--- config.mk ---
export PLATFORM = sky130hd
export DESIGN_NAME = ctb_capture_timer
export DESIGN_NICKNAME = d
export VERILOG_FILES = /design/src/ctb_pkg.sv /design/src/ctb_capture_timer.sv
export VERILOG_INCLUDE_DIRS = /design/src
export SDC_FILE = /design/constraint.sdc
export NUM_CORES = 1
export LEC_CHECK = 0
export ABC_AREA = 1
export BUFFER_PORTS_ARGS = -buffer_cell sky130_fd_sc_hd__buf_2
export CORE_MARGIN = 1.5
export CORE_UTILIZATION = 55
export DETAILED_ROUTE_END_ITERATION = 7
export GPL_TIMING_DRIVEN = 0
export HOLD_SLACK_MARGIN = 0.06
export PLACE_DENSITY_LB_ADDON = 0.05
export SLEW_MARGIN = 20
export SYNTH_ARGS = -nofsm -noshare
export SYNTH_HDL_FRONTEND = slang
export SYNTH_SLANG_ARGS = --single-unit
export TNS_END_PERCENT = 100
--- constraint.sdc ---
create_clock -name mclk_i -period 4.95 [get_ports mclk_i]
set_input_delay 0 -clock mclk_i [delete_from_list [all_inputs] [get_ports mclk_i]]
set_output_delay 0 -clock mclk_i [all_outputs]
set_load 0.1 [all_outputs]
--- src/ctb_consts.svh ---
`ifndef CTB_CONSTS_SVH
`define CTB_CONSTS_SVH

// Register offsets, byte wide
`define CTB_OFS_CTRL_A 4'h0
`define CTB_OFS_CTRL_B 4'h1
`define CTB_OFS_EVENT_CTRL 4'h4
`define CTB_OFS_IRQ_CTRL 4'h5
`define CTB_OFS_IRQ_FLAGS 4'h6
`define CTB_OFS_STATUS 4'h7
`define CTB_OFS_TEMP 4'h9
`define CTB_OFS_COUNT_LO 4'ha
`define CTB_OFS_COUNT_HI 4'hb
`define CTB_OFS_COMPARE_LO 4'hc
`define CTB_OFS_COMPARE_HI 4'hd

// Field positions
`define CTB_BIT_ENABLE 0
`define CTB_BIT_CLK_SEL_LO 1
`define CTB_BIT_RESTART_PARTNER 4
`define CTB_BIT_MODE_LO 0
`define CTB_BIT_OUT_DRIVE_EN 4
`define CTB_BIT_OUT_INIT 5
`define CTB_BIT_UNCLOCKED 6
`define CTB_BIT_EVENT_EN 0
`define CTB_BIT_EDGE 4
`define CTB_BIT_FILTER 6
`define CTB_BIT_FLAG 0
`define CTB_BIT_RUN 0

// Clock source codes
`define CTB_CLK_PER 2'h0
`define CTB_CLK_PER_DIV2 2'h1
`define CTB_CLK_PARTNER 2'h2

// Noise filter samples
`define CTB_FILTER_ALL_HIGH 4'hf
`define CTB_FILTER_ALL_LOW 4'h0

`endif

--- src/ctb_pkg.sv ---
package ctb_pkg;

	typedef enum logic [2:0] {
		CTB_MODE_PERIODIC,
		CTB_MODE_TIMEOUT,
		CTB_MODE_CAPT_EVENT,
		CTB_MODE_CAPT_FREQ,
		CTB_MODE_CAPT_PW,
		CTB_MODE_CAPT_FREQ_PW,
		CTB_MODE_SINGLE_SHOT,
		CTB_MODE_PWM8
	} ctb_mode_t;

	typedef enum logic [1:0] {
		CTB_FP_ARMED,
		CTB_FP_COUNTING,
		CTB_FP_CAPTURED,
		CTB_FP_DONE
	} ctb_fp_phase_t;

	typedef struct packed {
		logic enable;
		logic [1:0] clock_source_select;
		logic restart_with_partner_timer;
		logic [2:0] timer_mode_select;
		logic output_drive_enable;
		logic output_initial_level;
		logic unclocked_event_detect;
		logic event_input_enable;
		logic edge_sel;
		logic filter_en;
		logic irq_en;
		logic irq_flag;
		logic run;
		logic hold;
		ctb_fp_phase_t fp_phase;
		logic div;
		logic [15:0] count_value;
		logic [15:0] compare_capture_value;
		logic [7:0] temp;
		logic [1:0] sync;
		logic [3:0] filt;
		logic filt_out;
		logic prev;
		logic wave;
		logic event_out;
		logic [7:0] rdata;
	} ctb_state_t;

endpackage

--- src/ctb_capture_timer.sv ---
`timescale 1ns/10ps
`default_nettype none
`include "ctb_consts.svh"

module ctb_capture_timer (
	// Clock and reset
	input wire logic mclk_i,
	input wire logic rst_i,
	// Register port
	input wire logic [3:0] reg_addr_i,
	input wire logic [7:0] reg_wdata_i,
	input wire logic reg_wr_i,
	input wire logic reg_rd_i,
	output logic [7:0] reg_rdata_o,
	// Event system and partner timer
	input wire logic event_i,
	input wire logic partner_tick_i,
	input wire logic partner_restart_i,
	output logic event_o,
	// Waveform and interrupt
	output logic wave_o,
	output logic irq_o
);

	ctb_pkg::ctb_state_t s_r;
	ctb_pkg::ctb_state_t s_nxt;
	ctb_pkg::ctb_mode_t mode;
	logic tick;
	logic sig;
	logic rise;
	logic fall;
	logic start_edge;
	logic stop_edge;
	logic cap_evt;
	logic shot_trig;
	logic capture_mode;
	logic frozen;
	logic rd_cmp_hi;
	logic flag_set;
	logic flag_clr;
	logic at_top;
	logic pwm_level;

	function automatic logic [15:0] inc16(input logic [15:0] v);
		inc16 = v + 16'h0001;
	endfunction

	assign mode = ctb_pkg::ctb_mode_t'(s_r.timer_mode_select);

	// Prescaler: per clock, every second clock, or partner timer tick
	always_comb begin
		case (s_r.clock_source_select)
			`CTB_CLK_PER: tick = s_r.enable;
			`CTB_CLK_PER_DIV2: tick = s_r.enable & s_r.div;
			`CTB_CLK_PARTNER: tick = s_r.enable & partner_tick_i;
			default: tick = 1'b0;
		endcase
	end

	// Filter is on the system clock, not the prescaled one
	assign sig = s_r.filter_en ? s_r.filt_out : s_r.sync[1];
	assign rise = sig & ~s_r.prev;
	assign fall = ~sig & s_r.prev;
	assign start_edge = s_r.event_input_enable & (s_r.edge_sel ? fall : rise);
	assign stop_edge = s_r.event_input_enable & (s_r.edge_sel ? rise : fall);
	assign cap_evt = start_edge;
	assign shot_trig = s_r.event_input_enable & (s_r.edge_sel ? (rise | fall) : rise);
	assign capture_mode = (mode == ctb_pkg::CTB_MODE_CAPT_EVENT) || (mode == ctb_pkg::CTB_MODE_CAPT_FREQ) ||
		(mode == ctb_pkg::CTB_MODE_CAPT_PW) || (mode == ctb_pkg::CTB_MODE_CAPT_FREQ_PW);
	assign frozen = (mode == ctb_pkg::CTB_MODE_TIMEOUT) && !s_r.run;
	assign rd_cmp_hi = reg_rd_i && (reg_addr_i == `CTB_OFS_COMPARE_HI) && !frozen;
	assign at_top = (s_r.count_value == s_r.compare_capture_value);
	// A duty byte above a nonzero period byte keeps output high for the whole period
	assign pwm_level = (s_r.compare_capture_value[7:0] != 8'h00) && (s_r.compare_capture_value[15:8] != 8'h00) &&
		({8'h00, s_r.count_value[7:0]} < {8'h00, s_r.compare_capture_value[15:8]});

	always_comb begin
		s_nxt = s_r;
		flag_set = 1'b0;
		flag_clr = 1'b0;

		// Two-stage synchroniser, then four-sample filter
		s_nxt.sync = {s_r.sync[0], event_i};
		s_nxt.filt = {s_r.filt[2:0], s_r.sync[1]};
		if (s_r.filt == `CTB_FILTER_ALL_HIGH) begin
			s_nxt.filt_out = 1'b1;
		end else if (s_r.filt == `CTB_FILTER_ALL_LOW) begin
			s_nxt.filt_out = 1'b0;
		end
		s_nxt.prev = sig;
		s_nxt.div = s_r.enable ? ~s_r.div : 1'b0;

		if (s_r.enable) begin
			case (mode)
				ctb_pkg::CTB_MODE_PERIODIC: begin
					if (tick) begin
						if (at_top) begin
							s_nxt.count_value = 16'h0000;
							flag_set = 1'b1;
						end else begin
							s_nxt.count_value = inc16(s_r.count_value);
						end
					end
				end
				ctb_pkg::CTB_MODE_TIMEOUT: begin
					if (tick && s_r.run) begin
						s_nxt.count_value = inc16(s_r.count_value);
						if (at_top) begin
							flag_set = 1'b1;
						end
					end
					if (cap_evt) begin
						if (s_r.run) begin
							s_nxt.run = 1'b0;
						end else begin
							s_nxt.run = 1'b1;
							s_nxt.count_value = 16'h0000;
						end
					end
				end
				ctb_pkg::CTB_MODE_CAPT_EVENT: begin
					if (tick) begin
						s_nxt.count_value = inc16(s_r.count_value);
					end
					if (cap_evt) begin
						s_nxt.compare_capture_value = s_r.count_value;
						flag_set = 1'b1;
					end
				end
				ctb_pkg::CTB_MODE_CAPT_FREQ: begin
					if (tick) begin
						s_nxt.count_value = inc16(s_r.count_value);
					end
					if (cap_evt) begin
						s_nxt.compare_capture_value = s_r.count_value;
						s_nxt.count_value = 16'h0000;
						flag_set = 1'b1;
					end
				end
				ctb_pkg::CTB_MODE_CAPT_PW: begin
					if (tick) begin
						s_nxt.count_value = inc16(s_r.count_value);
					end
					if (start_edge) begin
						s_nxt.count_value = 16'h0000;
					end else if (stop_edge) begin
						s_nxt.compare_capture_value = s_r.count_value;
						flag_set = 1'b1;
					end
				end
				ctb_pkg::CTB_MODE_CAPT_FREQ_PW: begin
					if (tick && s_r.run) begin
						s_nxt.count_value = inc16(s_r.count_value);
					end
					case (s_r.fp_phase)
						ctb_pkg::CTB_FP_ARMED: begin
							if (start_edge) begin
								s_nxt.count_value = 16'h0000;
								s_nxt.run = 1'b1;
								s_nxt.fp_phase = ctb_pkg::CTB_FP_COUNTING;
							end
						end
						ctb_pkg::CTB_FP_COUNTING: begin
							if (stop_edge) begin
								s_nxt.compare_capture_value = s_r.count_value;
								s_nxt.fp_phase = ctb_pkg::CTB_FP_CAPTURED;
							end
						end
						ctb_pkg::CTB_FP_CAPTURED: begin
							if (start_edge) begin
								s_nxt.run = 1'b0;
								flag_set = 1'b1;
								s_nxt.fp_phase = ctb_pkg::CTB_FP_DONE;
							end
						end
						default: begin
						end
					endcase
				end
				ctb_pkg::CTB_MODE_SINGLE_SHOT: begin
					s_nxt.hold = s_r.hold & ~tick;
					if (s_r.run) begin
						if (tick) begin
							if (at_top) begin
								s_nxt.run = 1'b0;
								s_nxt.hold = 1'b1;
							end else begin
								s_nxt.count_value = inc16(s_r.count_value);
							end
						end
					end else if (shot_trig && !s_r.hold) begin
						s_nxt.count_value = 16'h0000;
						s_nxt.run = 1'b1;
					end
				end
				ctb_pkg::CTB_MODE_PWM8: begin
					if (tick) begin
						if (s_r.count_value[7:0] >= s_r.compare_capture_value[7:0]) begin
							s_nxt.count_value = 16'h0000;
						end else begin
							s_nxt.count_value = inc16(s_r.count_value);
						end
					end
				end
				default: begin
				end
			endcase
			if (s_r.restart_with_partner_timer && partner_restart_i) begin
				s_nxt.count_value = 16'h0000;
			end
		end else begin
			s_nxt.hold = 1'b0;
			s_nxt.run = 1'b0;
		end

		// Register writes
		s_nxt.rdata = 8'h00;
		if (reg_wr_i) begin
			case (reg_addr_i)
				`CTB_OFS_CTRL_A: begin
					s_nxt.enable = reg_wdata_i[`CTB_BIT_ENABLE];
					s_nxt.clock_source_select = reg_wdata_i[`CTB_BIT_CLK_SEL_LO +: 2];
					s_nxt.restart_with_partner_timer = reg_wdata_i[`CTB_BIT_RESTART_PARTNER];
					// Starts without a trigger unless count already at top
					if (reg_wdata_i[`CTB_BIT_ENABLE] && !s_r.enable && mode == ctb_pkg::CTB_MODE_SINGLE_SHOT &&
						!at_top) begin
						s_nxt.run = 1'b1;
					end
				end
				`CTB_OFS_CTRL_B: begin
					s_nxt.timer_mode_select = reg_wdata_i[`CTB_BIT_MODE_LO +: 3];
					s_nxt.output_drive_enable = reg_wdata_i[`CTB_BIT_OUT_DRIVE_EN];
					s_nxt.output_initial_level = reg_wdata_i[`CTB_BIT_OUT_INIT];
					s_nxt.unclocked_event_detect = reg_wdata_i[`CTB_BIT_UNCLOCKED];
				end
				`CTB_OFS_EVENT_CTRL: begin
					s_nxt.event_input_enable = reg_wdata_i[`CTB_BIT_EVENT_EN];
					s_nxt.edge_sel = reg_wdata_i[`CTB_BIT_EDGE];
					s_nxt.filter_en = reg_wdata_i[`CTB_BIT_FILTER];
				end
				`CTB_OFS_IRQ_CTRL: s_nxt.irq_en = reg_wdata_i[`CTB_BIT_FLAG];
				`CTB_OFS_IRQ_FLAGS: flag_clr = reg_wdata_i[`CTB_BIT_FLAG];
				`CTB_OFS_STATUS: begin
					if (mode == ctb_pkg::CTB_MODE_TIMEOUT && s_r.run) begin
						s_nxt.run = reg_wdata_i[`CTB_BIT_RUN];
					end
				end
				`CTB_OFS_TEMP: s_nxt.temp = reg_wdata_i;
				`CTB_OFS_COUNT_LO: s_nxt.temp = reg_wdata_i;
				`CTB_OFS_COUNT_HI: s_nxt.count_value = {reg_wdata_i, s_r.temp};
				`CTB_OFS_COMPARE_LO: s_nxt.temp = reg_wdata_i;
				`CTB_OFS_COMPARE_HI: s_nxt.compare_capture_value = {reg_wdata_i, s_r.temp};
				default: begin
				end
			endcase
		end

		// Register reads; low byte latches the high byte for an atomic pair, except while a timeout is stopped
		if (reg_rd_i) begin
			case (reg_addr_i)
				`CTB_OFS_CTRL_A: s_nxt.rdata = {3'h0, s_r.restart_with_partner_timer, 1'b0,
					s_r.clock_source_select, s_r.enable};
				`CTB_OFS_CTRL_B: s_nxt.rdata = {1'b0, s_r.unclocked_event_detect, s_r.output_initial_level,
					s_r.output_drive_enable, 1'b0, s_r.timer_mode_select};
				`CTB_OFS_EVENT_CTRL: s_nxt.rdata = {1'b0, s_r.filter_en, 1'b0, s_r.edge_sel, 3'h0,
					s_r.event_input_enable};
				`CTB_OFS_IRQ_CTRL: s_nxt.rdata = {7'h00, s_r.irq_en};
				`CTB_OFS_IRQ_FLAGS: s_nxt.rdata = {7'h00, s_r.irq_flag};
				`CTB_OFS_STATUS: s_nxt.rdata = {7'h00, s_r.run};
				`CTB_OFS_TEMP: s_nxt.rdata = s_r.temp;
				`CTB_OFS_COUNT_LO: begin
					s_nxt.rdata = s_r.count_value[7:0];
					if (!frozen) begin
						s_nxt.temp = s_r.count_value[15:8];
					end
				end
				`CTB_OFS_COUNT_HI: s_nxt.rdata = s_r.temp;
				`CTB_OFS_COMPARE_LO: begin
					s_nxt.rdata = s_r.compare_capture_value[7:0];
					if (!frozen) begin
						s_nxt.temp = s_r.compare_capture_value[15:8];
					end
				end
				`CTB_OFS_COMPARE_HI: s_nxt.rdata = s_r.temp;
				default: s_nxt.rdata = 8'h00;
			endcase
		end
		if (rd_cmp_hi && capture_mode) begin
			flag_clr = 1'b1;
		end

		// Clearing re-arms the combined sequence
		if (flag_clr && mode == ctb_pkg::CTB_MODE_CAPT_FREQ_PW && !flag_set) begin
			s_nxt.fp_phase = ctb_pkg::CTB_FP_ARMED;
		end
		// A set in the same cycle as a clear wins
		if (flag_set) begin
			s_nxt.irq_flag = 1'b1;
		end else if (flag_clr) begin
			s_nxt.irq_flag = 1'b0;
		end
		s_nxt.event_out = flag_set;

		// Output stage; the unclocked path shows the start one clock early
		if (!s_r.output_drive_enable) begin
			s_nxt.wave = 1'b0;
		end else if (mode == ctb_pkg::CTB_MODE_SINGLE_SHOT) begin
			s_nxt.wave = s_r.unclocked_event_detect ? s_nxt.run : s_r.run;
		end else if (mode == ctb_pkg::CTB_MODE_PWM8) begin
			s_nxt.wave = s_r.enable & pwm_level;
		end else begin
			s_nxt.wave = s_r.output_initial_level;
		end
	end

	always_ff @(posedge mclk_i) begin
		if (rst_i) begin
			s_r <= '0;
		end else begin
			s_r <= s_nxt;
		end
	end

	assign reg_rdata_o = s_r.rdata;
	assign wave_o = s_r.wave;
	assign event_o = s_r.event_out;
	assign irq_o = s_r.irq_flag & s_r.irq_en;
endmodule
`default_nettype wire

==> key figures, run 1 <==
Run status
  – Status: finished, final reports clean

Final layout
  – Area growth from synthesis to layout: 9.85%
  – NumNets Final: between 1000 and 1500
  – Most common cell after layout, fill and taps aside: nand2_1
  – Finished Layout Cells: 1281
  – Multi-input gate area: 4240 µm²
  – Most frequent cells in the layout: 279 x nand2_1, 142 x inv_1, 84 x o21ai_0, 84 x a21oi_1, 78 x dfxtp_1
  – FILL cells: approximately 1200
  – Sequential cell area: between 1500 and 2000 µm²
  – Layout cell share with drive strength beyond 1: 0.137

Clocking
  – Clock sink count: slightly below 80
  – CTS Buffer Depth: 2
  – Hold Buf Count CTS: 7
  – Clock slew seen by the registers of the worst setup and hold paths: roughly 0.06 ns
  – Resize count post-CTS: 0
  – Root Buffer: clkbuf_16
  – CTS buffer count: 9
  – Worst-Skew Late Latency: between 0.3 and 0.4 ns
  – CTS H-Tree Depth: 3
  – CTS tree: done
  – Postcts setup bufs: 0

Drt
  – DR vias: about 7600
  – Via/cell ratio: just under 6
  – Remaining DRCs: 0
  – WL final: between 20 and 25 mm
  – DR iter-0 viols: ~950
  – TritonRoute pass-1 iters: 6
  – WL per Instance: roughly 19 µm
  – Detail Route Antenna Nets: 0

Setup path
  – Most frequent CP cell: nand2_1
  – Critical Path AT: around 3 ns
  – Crit path buf inv count: 2
  – Crit-path max FO: 10
  – Critical path, cell by cell: ha_1, nand2_1, inv_1, nand2_1, nor2_2, nand3_2, nor2_4, nand2_4, buf_6, nand2_2, nand3_1, nand3_1, nand2_1, a21oi_1, nor2_1
  – Largest delay share family, worst path: simple AND/OR/NAND/NOR gates
  – Slowest cell on the critical path: dfxtp_1
  – Crit end category: register
  – WS Path Type: register to register
  – CP required: 5.19 ns
  – CP Launch Type: register
  – CP Launch Point: s_r[46]
  – RR Startpoint: s_r[46]
  – R2R Setup Slk: approximately 2.2 ns
  – Max stage delay on crit path: about 0.73 ns

Global routing
  – Vias in the first global route: between 6000 and 7000
  – First-pass GRT wire length: approximately 38 mm
  – Largest net degree at the start of global routing: 14
  – GRT Util Overall: 0.387
  – GR Overflow Total: 0
  – Initial antenna violation count: 1

Hold path
  – Hold_sp: reg_wdata_i[6]
  – Min-delay worst type: primary input to register

Timing
  – Max-slew violation count: 0
  – Slew headroom: 0.535
  – Final worst-path cycle share: 0.562
  – Setup repair after global routing missed its margin: no
  – Endpoints failing hold: 0
  – Setup TNS Final: 0 ns
  – Final setup fails: 0
  – Least-Margin Pin Slew: 0.694 ns
  – Min Tclk post-route: 2.78 ns
  – Fmax: around 360 MHz
  – Worst Clk Skew: 0.00693 ns

Logic synthesis
  – Register bit total from synthesis: 78
  – Post-synth EDFFs: 0
  – Netlist cell types: 49
  – Post-Syn Area: slightly below 7000 µm²
  – Syn Inst Count: roughly 1100
  – Syn Area/Cell: between 6 and 7 µm²
  – Register area share after synthesis: 0.232
  – Syn_nets: ~1100
  – Synth Warn #: 0
  – Async SR Flop Fraction: 0
  – Commonest register cell after synthesis: dfxtp_1

Floorplan
  – I/O Pins: 30
  – Die area: approximately 13000 µm²
  – Die Width: approximately 110 µm
  – Site row count: 40
  – Die Height: roughly 110 µm
  – Initial Util: 0.562
  – Area of the core: about 12000 µm²

Placement
  – IO Port Bufs: 28
  – GP Congestion: between 0.9 and 1
  – Placed Cells incl. Taps: 1258
  – DP HPWL: 18.6 mm

Pwr
  – Pleak: between 3 and 4 nW
  – P per Cell Area: 206 nW/µm²
  – Maximum vdd drop: around 0.00018 V
  – Power after layout: between 1.5 and 2 mW

Flow run
  – Max_cap viols: 0
[worst register-to-register path, stage by stage, from the launching register on]
cell	delay [ns]
dfxtp_1	0.73
ha_1	0.22
nand2_1	0.04
inv_1	0.04
nand2_1	0.07
nor2_2	0.25
nand3_2	0.13
nor2_4	0.27
nand2_4	0.17
buf_6	0.19
nand2_2	0.07
nand3_1	0.06
nand3_1	0.09
nand2_1	0.06
a21oi_1	0.22
nor2_1	0.06
[cells by family after synthesis]
logic type,synth area share
buffers and inverters,0.137
XOR/XNOR,0.0169
flip-flops,0.232
adder cells (fa/ha/maj),0.0614
AO/OA/AOI/OAI,0.221
AND/OR/NAND/NOR,0.331
[routing by layer]
layer | part of all wire | GRT usage | wire length, µm | up-vias
met2 | 0.44 | 0.606 | 10800 | 495
met1 | 0.40 | 0.512 | 9840 | 3383
li1 | - | - | - | 3650
met5 | 0 | 0 | 0 | -
met3 | 0.11 | 0.0680 | 2760 | 100
met4 | 0.052 | 0.198 | 1270 | 0
[where the power goes]
group / leakage [nW] / switching (mW) / internal (mW)
sequential: 0.631 / 0.0144 / 0.642
combinational: 2.43 / 0.178 / 0.0743
clock: 0.121 / 0.275 / 0.338
[synth_stat cells (all sizes together) (2+ instances only)]
master | count | area share
nand2 | 291 | 0.17
inv | 157 | 0.088
o21ai | 97 | 0.076
nor2 | 91 | 0.061
a21oi | 86 | 0.065
dfxtp | 78 | 0.23
nand3 | 53 | 0.042
o211ai | 35 | 0.041
buf | 33 | 0.034
ha | 33 | 0.061
clkbuf | 24 | 0.014
nor3 | 21 | 0.027
nand4 | 18 | 0.017
o22ai | 17 | 0.016
or2 | 8 | 0.0074
xor2 | 8 | 0.010
a221oi | 6 | 0.0078
xnor2 | 5 | 0.0065
nand3b | 3 | 0.0034
nor4 | 3 | 0.0028
a211oi | 2 | 0.0022
a21boi | 2 | 0.0022
a22oi | 2 | 0.0022
a31oi | 2 | 0.0019
and3 | 2 | 0.0026
[area by class of cell]
cell class | count | share of cell area
sequential | 78 | 0.211
timing repair buffer | 35 | 0.0285
clock inverter | 5 | 0.00491
inverter | 158 | 0.0810
clock buffer | 10 | 0.0310
buffer | 57 | 0.0434
tap | 147 | 0.0249
multi-input combinational | 790 | 0.574
antenna | 1 | 0.000339
[state kept, by name (all words and copies together) (netlist names), named ones only]
signal       cells
s_nxt            5
mode             3
wave_o           1
s_r             59
event_o          1
reg_rdata_o      8
[metrics by stage]
step	area [µm²]	setup slack, ns	utilization	hold WS (ns)
3_3_place_gp	7050	2.26	0.589	0.205
4_1_cts	7380	2.26	0.617	0.0602
2_1_floorplan	6720	2.70	-	0.0827
5_1_grt	7380	2.03	0.617	0.0835
3_5_place_dp	7050	2.27	0.589	0.216
6_report	7380	2.17	0.617	0.0844
[final timing paths]
| check | endpoint | cells after the start |
|---|---|---|
| setup / recovery | s_r[57] | 15 |
| hold / removal | s_r[68] | 3 |
| setup reg to reg | s_r[57] | 15 |
| hold reg to reg | s_nxt[12] | 2 |
Power figures use the tool's default switching activity.
==> run 2: changes to the inputs <==
==> constraint.sdc (replaced) <==
create_clock -name mclk_i -period 2.7 [get_ports mclk_i]
set_input_delay 0 -clock mclk_i [delete_from_list [all_inputs] [get_ports mclk_i]]
set_output_delay 0 -clock mclk_i [all_outputs]
set_load 0.1 [all_outputs]
==> run 2 against run 1 <==
Against the previous run:
- critical path type unchanged
- final cell count rose by 0.47%
- flip-flop and latch count is the same
- largest power group unchanged
- die area did not move
- non-clock buffer count grew 6
- design area rose by 1.3%
- count of clock-buffer cells in the layout stayed put
- fmax grew 7.0%
==> key figures, run 2 (synthesis results as in run 1) <==
Drt
  – Via/cell ratio: 5.96 (was 5.95)
  – Remaining DRCs: 0 (unchanged)
  – DR vias: 7673 (was 7628)
  – Detail Route Antenna Nets: 0 (unchanged)
  – DR iter-0 viols: 950 (was 946)
  – TritonRoute pass-1 iters: 5 (was 6)
  – WL per Instance: 19.3 µm (about the same)
  – WL final: 24.8 mm (was 24.7 mm)

Global routing
  – Initial antenna violation count: 1 (unchanged)
  – GR Layer Usage met2: 0.606 (unchanged)
  – Largest net degree at the start of global routing: 14 (unchanged)
  – First-pass GRT wire length: 37.9 mm (unchanged)
  – Busiest grt layer: met2 (unchanged)
  – GR Overflow Total: 0 (unchanged)
  – GRT met3 Usage: 0.0680 (unchanged)
  – Vias in the first global route: 6883 (unchanged)
  – GRT Util Overall: 0.387 (unchanged)
  – M1 GR Usage: 0.512 (unchanged)

Timing
  – Min Tclk post-route: 2.60 ns (was 2.78 ns)
  – Final setup fails: 0 (unchanged)
  – Setup TNS Final: 0 ns (unchanged)
  – Endpoints failing hold: 0 (unchanged)
  – Final WS setup: 0.0995 ns (was 2.17 ns)
  – Fmax: 385 MHz (was 359 MHz)
  – Worst Clk Skew: 0.00753 ns (was 0.00693 ns)
  – Max-slew violation count: 0 (unchanged)
  – Final worst-path cycle share: 0.963 (was 0.562)
  – Slew headroom: 0.533 (was 0.535)
  – Least-Margin Pin Slew: 0.696 ns (was 0.694 ns)
  – Setup repair after global routing missed its margin: no (unchanged)

Clocking
  – Worst-Skew Late Latency: 0.35 ns (about the same)
  – CTS Buffer Depth: 2 (unchanged)
  – Clock sink count: 78 (unchanged)
  – CTS H-Tree Depth: 3 (unchanged)
  – Root Buffer: clkbuf_16 (unchanged)
  – Clock slew seen by the registers of the worst setup and hold paths: 0.06 ns (about the same)
  – CTS buffer count: 9 (unchanged)
  – CTS tree: done (unchanged)

Final layout
  – FILL cells: 1196 (was 1205)
  – Post-route cell area: 7480 µm² (was 7380 µm²)
  – Area growth from synthesis to layout: 11.3% (was 9.85%)
  – Final Util: 0.625 (was 0.617)
  – NumNets Final: 1187 (was 1181)
  – Most frequent cells in the layout: 279 x nand2_1, 141 x inv_1, 84 x a21oi_1 (was 279 x nand2_1, 142 x inv_1, 84 x o21ai_0, 84 x a21oi_1, 78 x dfxtp_1)
  – Sequential cell area: 1570 µm² (was 1560 µm²)
  – Layout cell share with drive strength beyond 1: 0.148 (was 0.137)
  – Multi-input gate area: 4270 µm² (was 4240 µm²)
  – Max reg flops: 59 (unchanged)
  – Most common cell after layout, fill and taps aside: nand2_1 (unchanged)
  – Register bank with the most flops: s_r (unchanged)

Setup path
  – Slowest cell on the critical path: clkbuf_1 (was dfxtp_1)
  – Critical Path AT: 2.83 ns (was 3.02 ns)
  – Crit path buf inv count: 3 (was 2)
  – Largest delay share family, worst path: simple AND/OR/NAND/NOR gates (unchanged)
  – CP required: 2.93 ns (was 5.19 ns)
  – RR Startpoint: s_r[75] (was s_r[46])
  – R2R Setup Slk: 0.1 ns (was 2.17 ns)
  – WS Path Type: register to register (unchanged)
  – Critical path, cell by cell: inv_1, ha_1, inv_1, nand2_1, nand3_1, nand2_1, nand3_1, clkbuf_1, nand2_1, nand3_1, nand2_1, a21oi_1, nand3_1, a21oi_1, nor2_1 (was ha_1, nand2_1, inv_1, nand2_1, nor2_2, nand3_2, nor2_4, nand2_4, buf_6, nand2_2, nand3_1, nand3_1, nand2_1, a21oi_1, nor2_1)
  – Crit-path max FO: 10 (unchanged)
  – Max stage delay on crit path: 0.55 ns (was 0.73 ns)
  – Worst-case reg-to-reg path depth: 15 (unchanged)
  – CP Launch Type: register (unchanged)
  – Crit end category: register (unchanged)
  – Worst reg2reg endpoint: s_r[45] (was s_r[57])

Pwr
  – Power after layout: 2.81 mW (was 1.52 mW)
  – P per Cell Area: 376 nW/µm² (was 206 nW/µm²)
  – Maximum vdd drop: 0.000324 V (was 0.000177 V)
  – Pleak: 3.23 nW (was 3.18 nW)

Run status
  – Status: finished, final reports clean (unchanged)

Placement
  – IO Port Bufs: 28 (unchanged)
  – DP HPWL: 18.6 mm (unchanged)
  – DP Worst Slack: 0.0191 ns (was 2.27 ns)
  – Placed Instance Area: 7050 µm² (unchanged)
  – GP Congestion: 0.999 (unchanged)

Floorplan
  – Site row count: 40 (unchanged)
  – Initial Util: 0.562 (unchanged)
  – Die Width: 114 µm (unchanged)
  – Area of the core: 12000 µm² (unchanged)
  – I/O Pins: 30 (unchanged)
  – Die area: 12900 µm² (unchanged)
  – Die Height: 114 µm (unchanged)

Hold path
  – Min-delay worst type: primary input to register (unchanged)
  – Hold_sp: reg_wdata_i[5] (was reg_wdata_i[6])
  – Hold Path Cell Cnt: 3 (unchanged)
  – WHS Endpoint: s_r[55] (was s_r[68])

Flow run
  – Max_cap viols: 0 (unchanged)
==> run 2: layout make-up <==
class	instances	share of cell area
diodes	1	0.000335
plain buffers	57	0.0435
clock buffers	10	0.0306
clock inverters	5	0.00485
inverters	158	0.0800
multi-input cells	790	0.570
flip-flops and latches	78	0.209
well taps	147	0.0246
repair buffers	41	0.0365
==> run 2: repair_timing <==
action / 4_1_cts / 5_1_grt
hold buffers: 7 / 0
endpoints found under the hold margin: 15 / 0
resized for setup: 0 / 13
setup buffers: 0 / 5
endpoints found under the setup margin: 0 / 30
==> run 2: per-stage QoR <==
| step | std cells | hold slack (ns) |
|---|---|---|
| floorplan | 1083 | 0.0827 |
| global route | 1287 | 0.0835 |
| CTS | 1280 | 0.0602 |
| finish | 1287 | 0.0791 |
| global placement | 1258 | 0.205 |
| detailed placement | 1258 | 0.216 |
==> run 2: worst max-delay path by stage <==
stage,start,endpoint,slack [ns],cells after the start
after floorplan,s_r[65],wave_o,0.45,20
after global placement,s_r[42],s_r[42],0.01,14
after detailed placement,s_r[65],s_r[35],0.02,16
after CTS,s_r[65],s_r[35],0.01,16
after global routing,s_r[76],s_r[51],0.0007,11
final,s_r[75],s_r[45],0.1,15
==> run 2: worst register-to-register path: cells and delay by family (launching register included) <==
| family | cells | cell delay (ns) |
|---|---|---|
| simple gates | 9 | 0.82 |
| buf+inv | 3 | 0.72 |
| flops | 1 | 0.42 |
| compound gates | 2 | 0.30 |
| fa+ha+maj | 1 | 0.22 |
==> run 2: power breakdown <==
group,switching (mW),internal [mW]
clock,0.502,0.619
combinational,0.332,0.152
sequential,0.0268,1.18
==> run 2: layer usage <==
| layer | vias to the layer above | wire, µm |
|---|---|---|
| li1 | 3658 | - |
| met1 | 3468 | 9890 |
| met2 | 454 | 10900 |
| met3 | 93 | 2680 |
| met4 | 0 | 1290 |
| met5 | - | 0 |
==> run 3: changes to the inputs <==
--- a/config.mk
+++ b/config.mk
@@ -9,7 +9,7 @@
 export ABC_AREA = 1
 export BUFFER_PORTS_ARGS = -buffer_cell sky130_fd_sc_hd__buf_2
 export CORE_MARGIN = 1.5
-export CORE_UTILIZATION = 55
+export CORE_UTILIZATION = 30
 export DETAILED_ROUTE_END_ITERATION = 7
 export GPL_TIMING_DRIVEN = 0
 export HOLD_SLACK_MARGIN = 0.06
==> run 3 against run 2 <==
Against the previous run:
- combinational power increased by 3%
- clock power increased by 12%
- design area increased by 2.9%
- first-iteration DRC count decreased by 28%
- final cell count increased by 10%
- sequential power about the same
- critical endpoint is now s_r[41]
- wire length increased by 20%
- via count decreased by 2.2%
- flip-flop and latch count unchanged
==> key figures, run 3 (synthesis results as in run 1) <==
Floorplan
  – I/O Pins: 30 (unchanged)
  – Area of the core: 21900 µm² (was 12000 µm²)
  – Die area: 23300 µm² (was 12900 µm²)
  – Initial Util: 0.307 (was 0.562)
  – Site row count: 54 (was 40)
  – Die Height: 153 µm (was 114 µm)
  – Die Width: 153 µm (was 114 µm)

Pwr
  – Clock power share: 0.423 (was 0.399)
  – Cell-internal power: 1.99 mW (was 1.95 mW)
  – Pleak: 3.26 nW (was 3.23 nW)
  – Power after layout: 2.95 mW (was 2.81 mW)
  – Switching share of total power: 0.326 (was 0.306)
  – P per Cell Area: 383 nW/µm² (was 376 nW/µm²)
  – Logic pwr share: 0.169 (was 0.172)
  – Flop pwr share: 0.408 (was 0.428)
  – Maximum vdd drop: 0.000281 V (was 0.000324 V)
  – Net Sw Power: 0.962 mW (was 0.860 mW)

Setup path
  – Crit-path max FO: 10 (unchanged)
  – Critical Path AT: 2.79 ns (was 2.83 ns)
  – RR Startpoint: s_r[65] (was s_r[75])
  – Most frequent CP cell: inv_1
  – Max stage delay on crit path: 0.41 ns (was 0.55 ns)
  – R2R Setup Slk: 0.15 ns (was 0.1 ns)
  – Slowest cell on the critical path: nor3_4 (was clkbuf_1)
  – Crit path buf inv count: 6 (was 3)
  – CP Launch Point: s_r[65] (was s_r[75])
  – Largest delay share family, worst path: simple AND/OR/NAND/NOR gates (unchanged)
  – CP required: 2.94 ns (was 2.93 ns)
  – Critical path, cell by cell: inv_2, or2_4, o21ai_2, ha_1, inv_1, nand2_1, nand2_2, clkbuf_16, buf_4, nand2_4, nor2_2, nor3_4, buf_6, nor3_2, o211ai_1, inv_1 (was inv_1, ha_1, inv_1, nand2_1, nand3_1, nand2_1, nand3_1, clkbuf_1, nand2_1, nand3_1, nand2_1, a21oi_1, nand3_1, a21oi_1, nor2_1)
  – Crit end category: register (unchanged)
  – WS Path Type: register to register (unchanged)
  – CP Launch Type: register (unchanged)

Global routing
  – First-pass GRT wire length: 44.4 mm (was 37.9 mm)
  – Initial antenna violation count: 0 (was 1)
  – Vias in the first global route: 6950 (was 6883)
  – GR Overflow Total: 0 (unchanged)
  – GRT Util Overall: 0.253 (was 0.387)
  – Largest net degree at the start of global routing: 16 (was 14)

Drt
  – Via/cell ratio: 5.28 (was 5.96)
  – TritonRoute pass-1 iters: 5 (unchanged)
  – Detail Route Antenna Nets: 0 (unchanged)
  – DR vias: 7505 (was 7673)
  – Remaining DRCs: 0 (unchanged)
  – DR iter-0 viols: 680 (was 950)
  – WL final: 29.6 mm (was 24.8 mm)
  – WL per Instance: 20.8 µm (was 19.3 µm)

Timing
  – Max-slew violation count: 0 (unchanged)
  – Endpoints failing hold: 0 (unchanged)
  – Min Tclk post-route: 2.55 ns (was 2.60 ns)
  – Slew headroom: 0.470 (was 0.533)
  – Final WS setup: 0.149 ns (was 0.0995 ns)
  – Final worst-path cycle share: 0.945 (was 0.963)
  – Fmax: 392 MHz (was 385 MHz)
  – Least-Margin Pin Slew: 0.790 ns (was 0.696 ns)
  – Final setup fails: 0 (unchanged)
  – Min Hold Slack: 0.0625 ns (was 0.0791 ns)
  – Worst Clk Skew: 0.0162 ns (was 0.00753 ns)

Clocking
  – CTS H-Tree Depth: 3 (unchanged)
  – Worst-Skew Late Latency: 0.36 ns (was 0.35 ns)
  – CTS buffer count: 9 (unchanged)
  – Clock slew seen by the registers of the worst setup and hold paths: 0.07 ns (was 0.06 ns)
  – Root Buffer: clkbuf_16 (unchanged)
  – CTS Buffer Depth: 2 (unchanged)
  – CTS tree: done (unchanged)
  – Clock sink count: 78 (unchanged)

Final layout
  – NumNets Final: 1188 (was 1187)
  – Most common cell after layout, fill and taps aside: nand2_1 (unchanged)
  – Diodes inserted: 0 (was 1)
  – Most frequent cells in the layout: 278 x nand2_1, 141 x inv_1, 83 x a21oi_1 (was 279 x nand2_1, 141 x inv_1, 84 x a21oi_1)
  – Register bank with the most flops: s_r (unchanged)
  – Max reg flops: 59 (unchanged)
  – Layout cell share with drive strength beyond 1: 0.155 (was 0.148)
  – Area growth from synthesis to layout: 14.5% (was 11.3%)

Run status
  – Status: finished, final reports clean (unchanged)

Placement
  – DP HPWL: 22.8 mm (was 18.6 mm)
  – IO Port Bufs: 28 (unchanged)
  – DP Worst Slack: -0.167 ns (was 0.0191 ns)
  – GP Congestion: 0.889 (was 0.999)

Flow run
  – Max_cap viols: 0 (unchanged)

Hold path
  – Hold_sp: reg_rd_i (was reg_wdata_i[5])
  – Min-delay worst type: primary input to register (unchanged)
[run 3: cell types whose count changed in the layout (fill, tap and decap cells not counted), sizes merged]
cell	before	now
buf	66	67
diode	1	0
clkinvlp	3	2
inv	158	160
[run 3: repair_timing]
action,in CTS,in global routing
hold buffers,7,0
gates resized for setup,9,15
cloned,0,1
pin swaps,4,8
endpoints found under the hold margin,11,0
setup buffers,2,4
setup endpoints to repair,23,26
[run 3: path summary, 6_finish.rpt]
| path | to | cells after the start |
|---|---|---|
| hold / removal | reg_rdata_o[0] | 5 |
| setup reg to reg | s_r[41] | 16 |
| setup / recovery | s_r[41] | 16 |
| hold reg to reg | s_nxt[12] | 2 |
[run 3: power groups by stage]
stage                     Clock, mW  Sequential (mW)  Combinational [mW]
final                          1.25             1.20               0.498
after global routing           1.33             1.21               0.545
after CTS                      1.28             1.20               0.492
after detailed placement          0             1.23               0.464
after global placement            0             1.23               0.469
after floorplan                   0             1.22               0.295
[run 3: worst min-delay path, stage by stage]
cell and delay (ns):
buf_2 0.10, inv_1 0.11, nor2_1 0.08, nand2_1 0.06
inv_1 0.03
[run 3: cell type report]
cell class / instances / area, µm²
fill: 2492 / 14200
multi-input combinational: 790 / 4270
sequential: 78 / 1570
inverter: 158 / 601
tap: 280 / 350
buffer: 57 / 330
timing repair buffer: 42 / 280
clock buffer: 10 / 239
clock inverter: 6 / 52.6
[run 3: stage by stage]
| step | utilization | instance area, µm² | setup TNS, ns | instances |
|---|---|---|---|---|
| global placement | 0.329 | 7210 | -2.28 | 1391 |
| detailed placement | 0.329 | 7210 | -1.60 | 1391 |
| global route | 0.352 | 7690 | -0.00442 | 1421 |
| CTS | 0.348 | 7610 | 0 | 1416 |
| floorplan | - | 6720 | 0 | 1083 |
| finish | 0.352 | 7690 | 0 | 1421 |
[run 3: per-layer routing]
layer / part of all wire / track usage
met5: 0 / 0
met3: 0.053 / 0.0239
met2: 0.45 / 0.408
met1: 0.47 / 0.356
met4: 0.025 / 0.0778
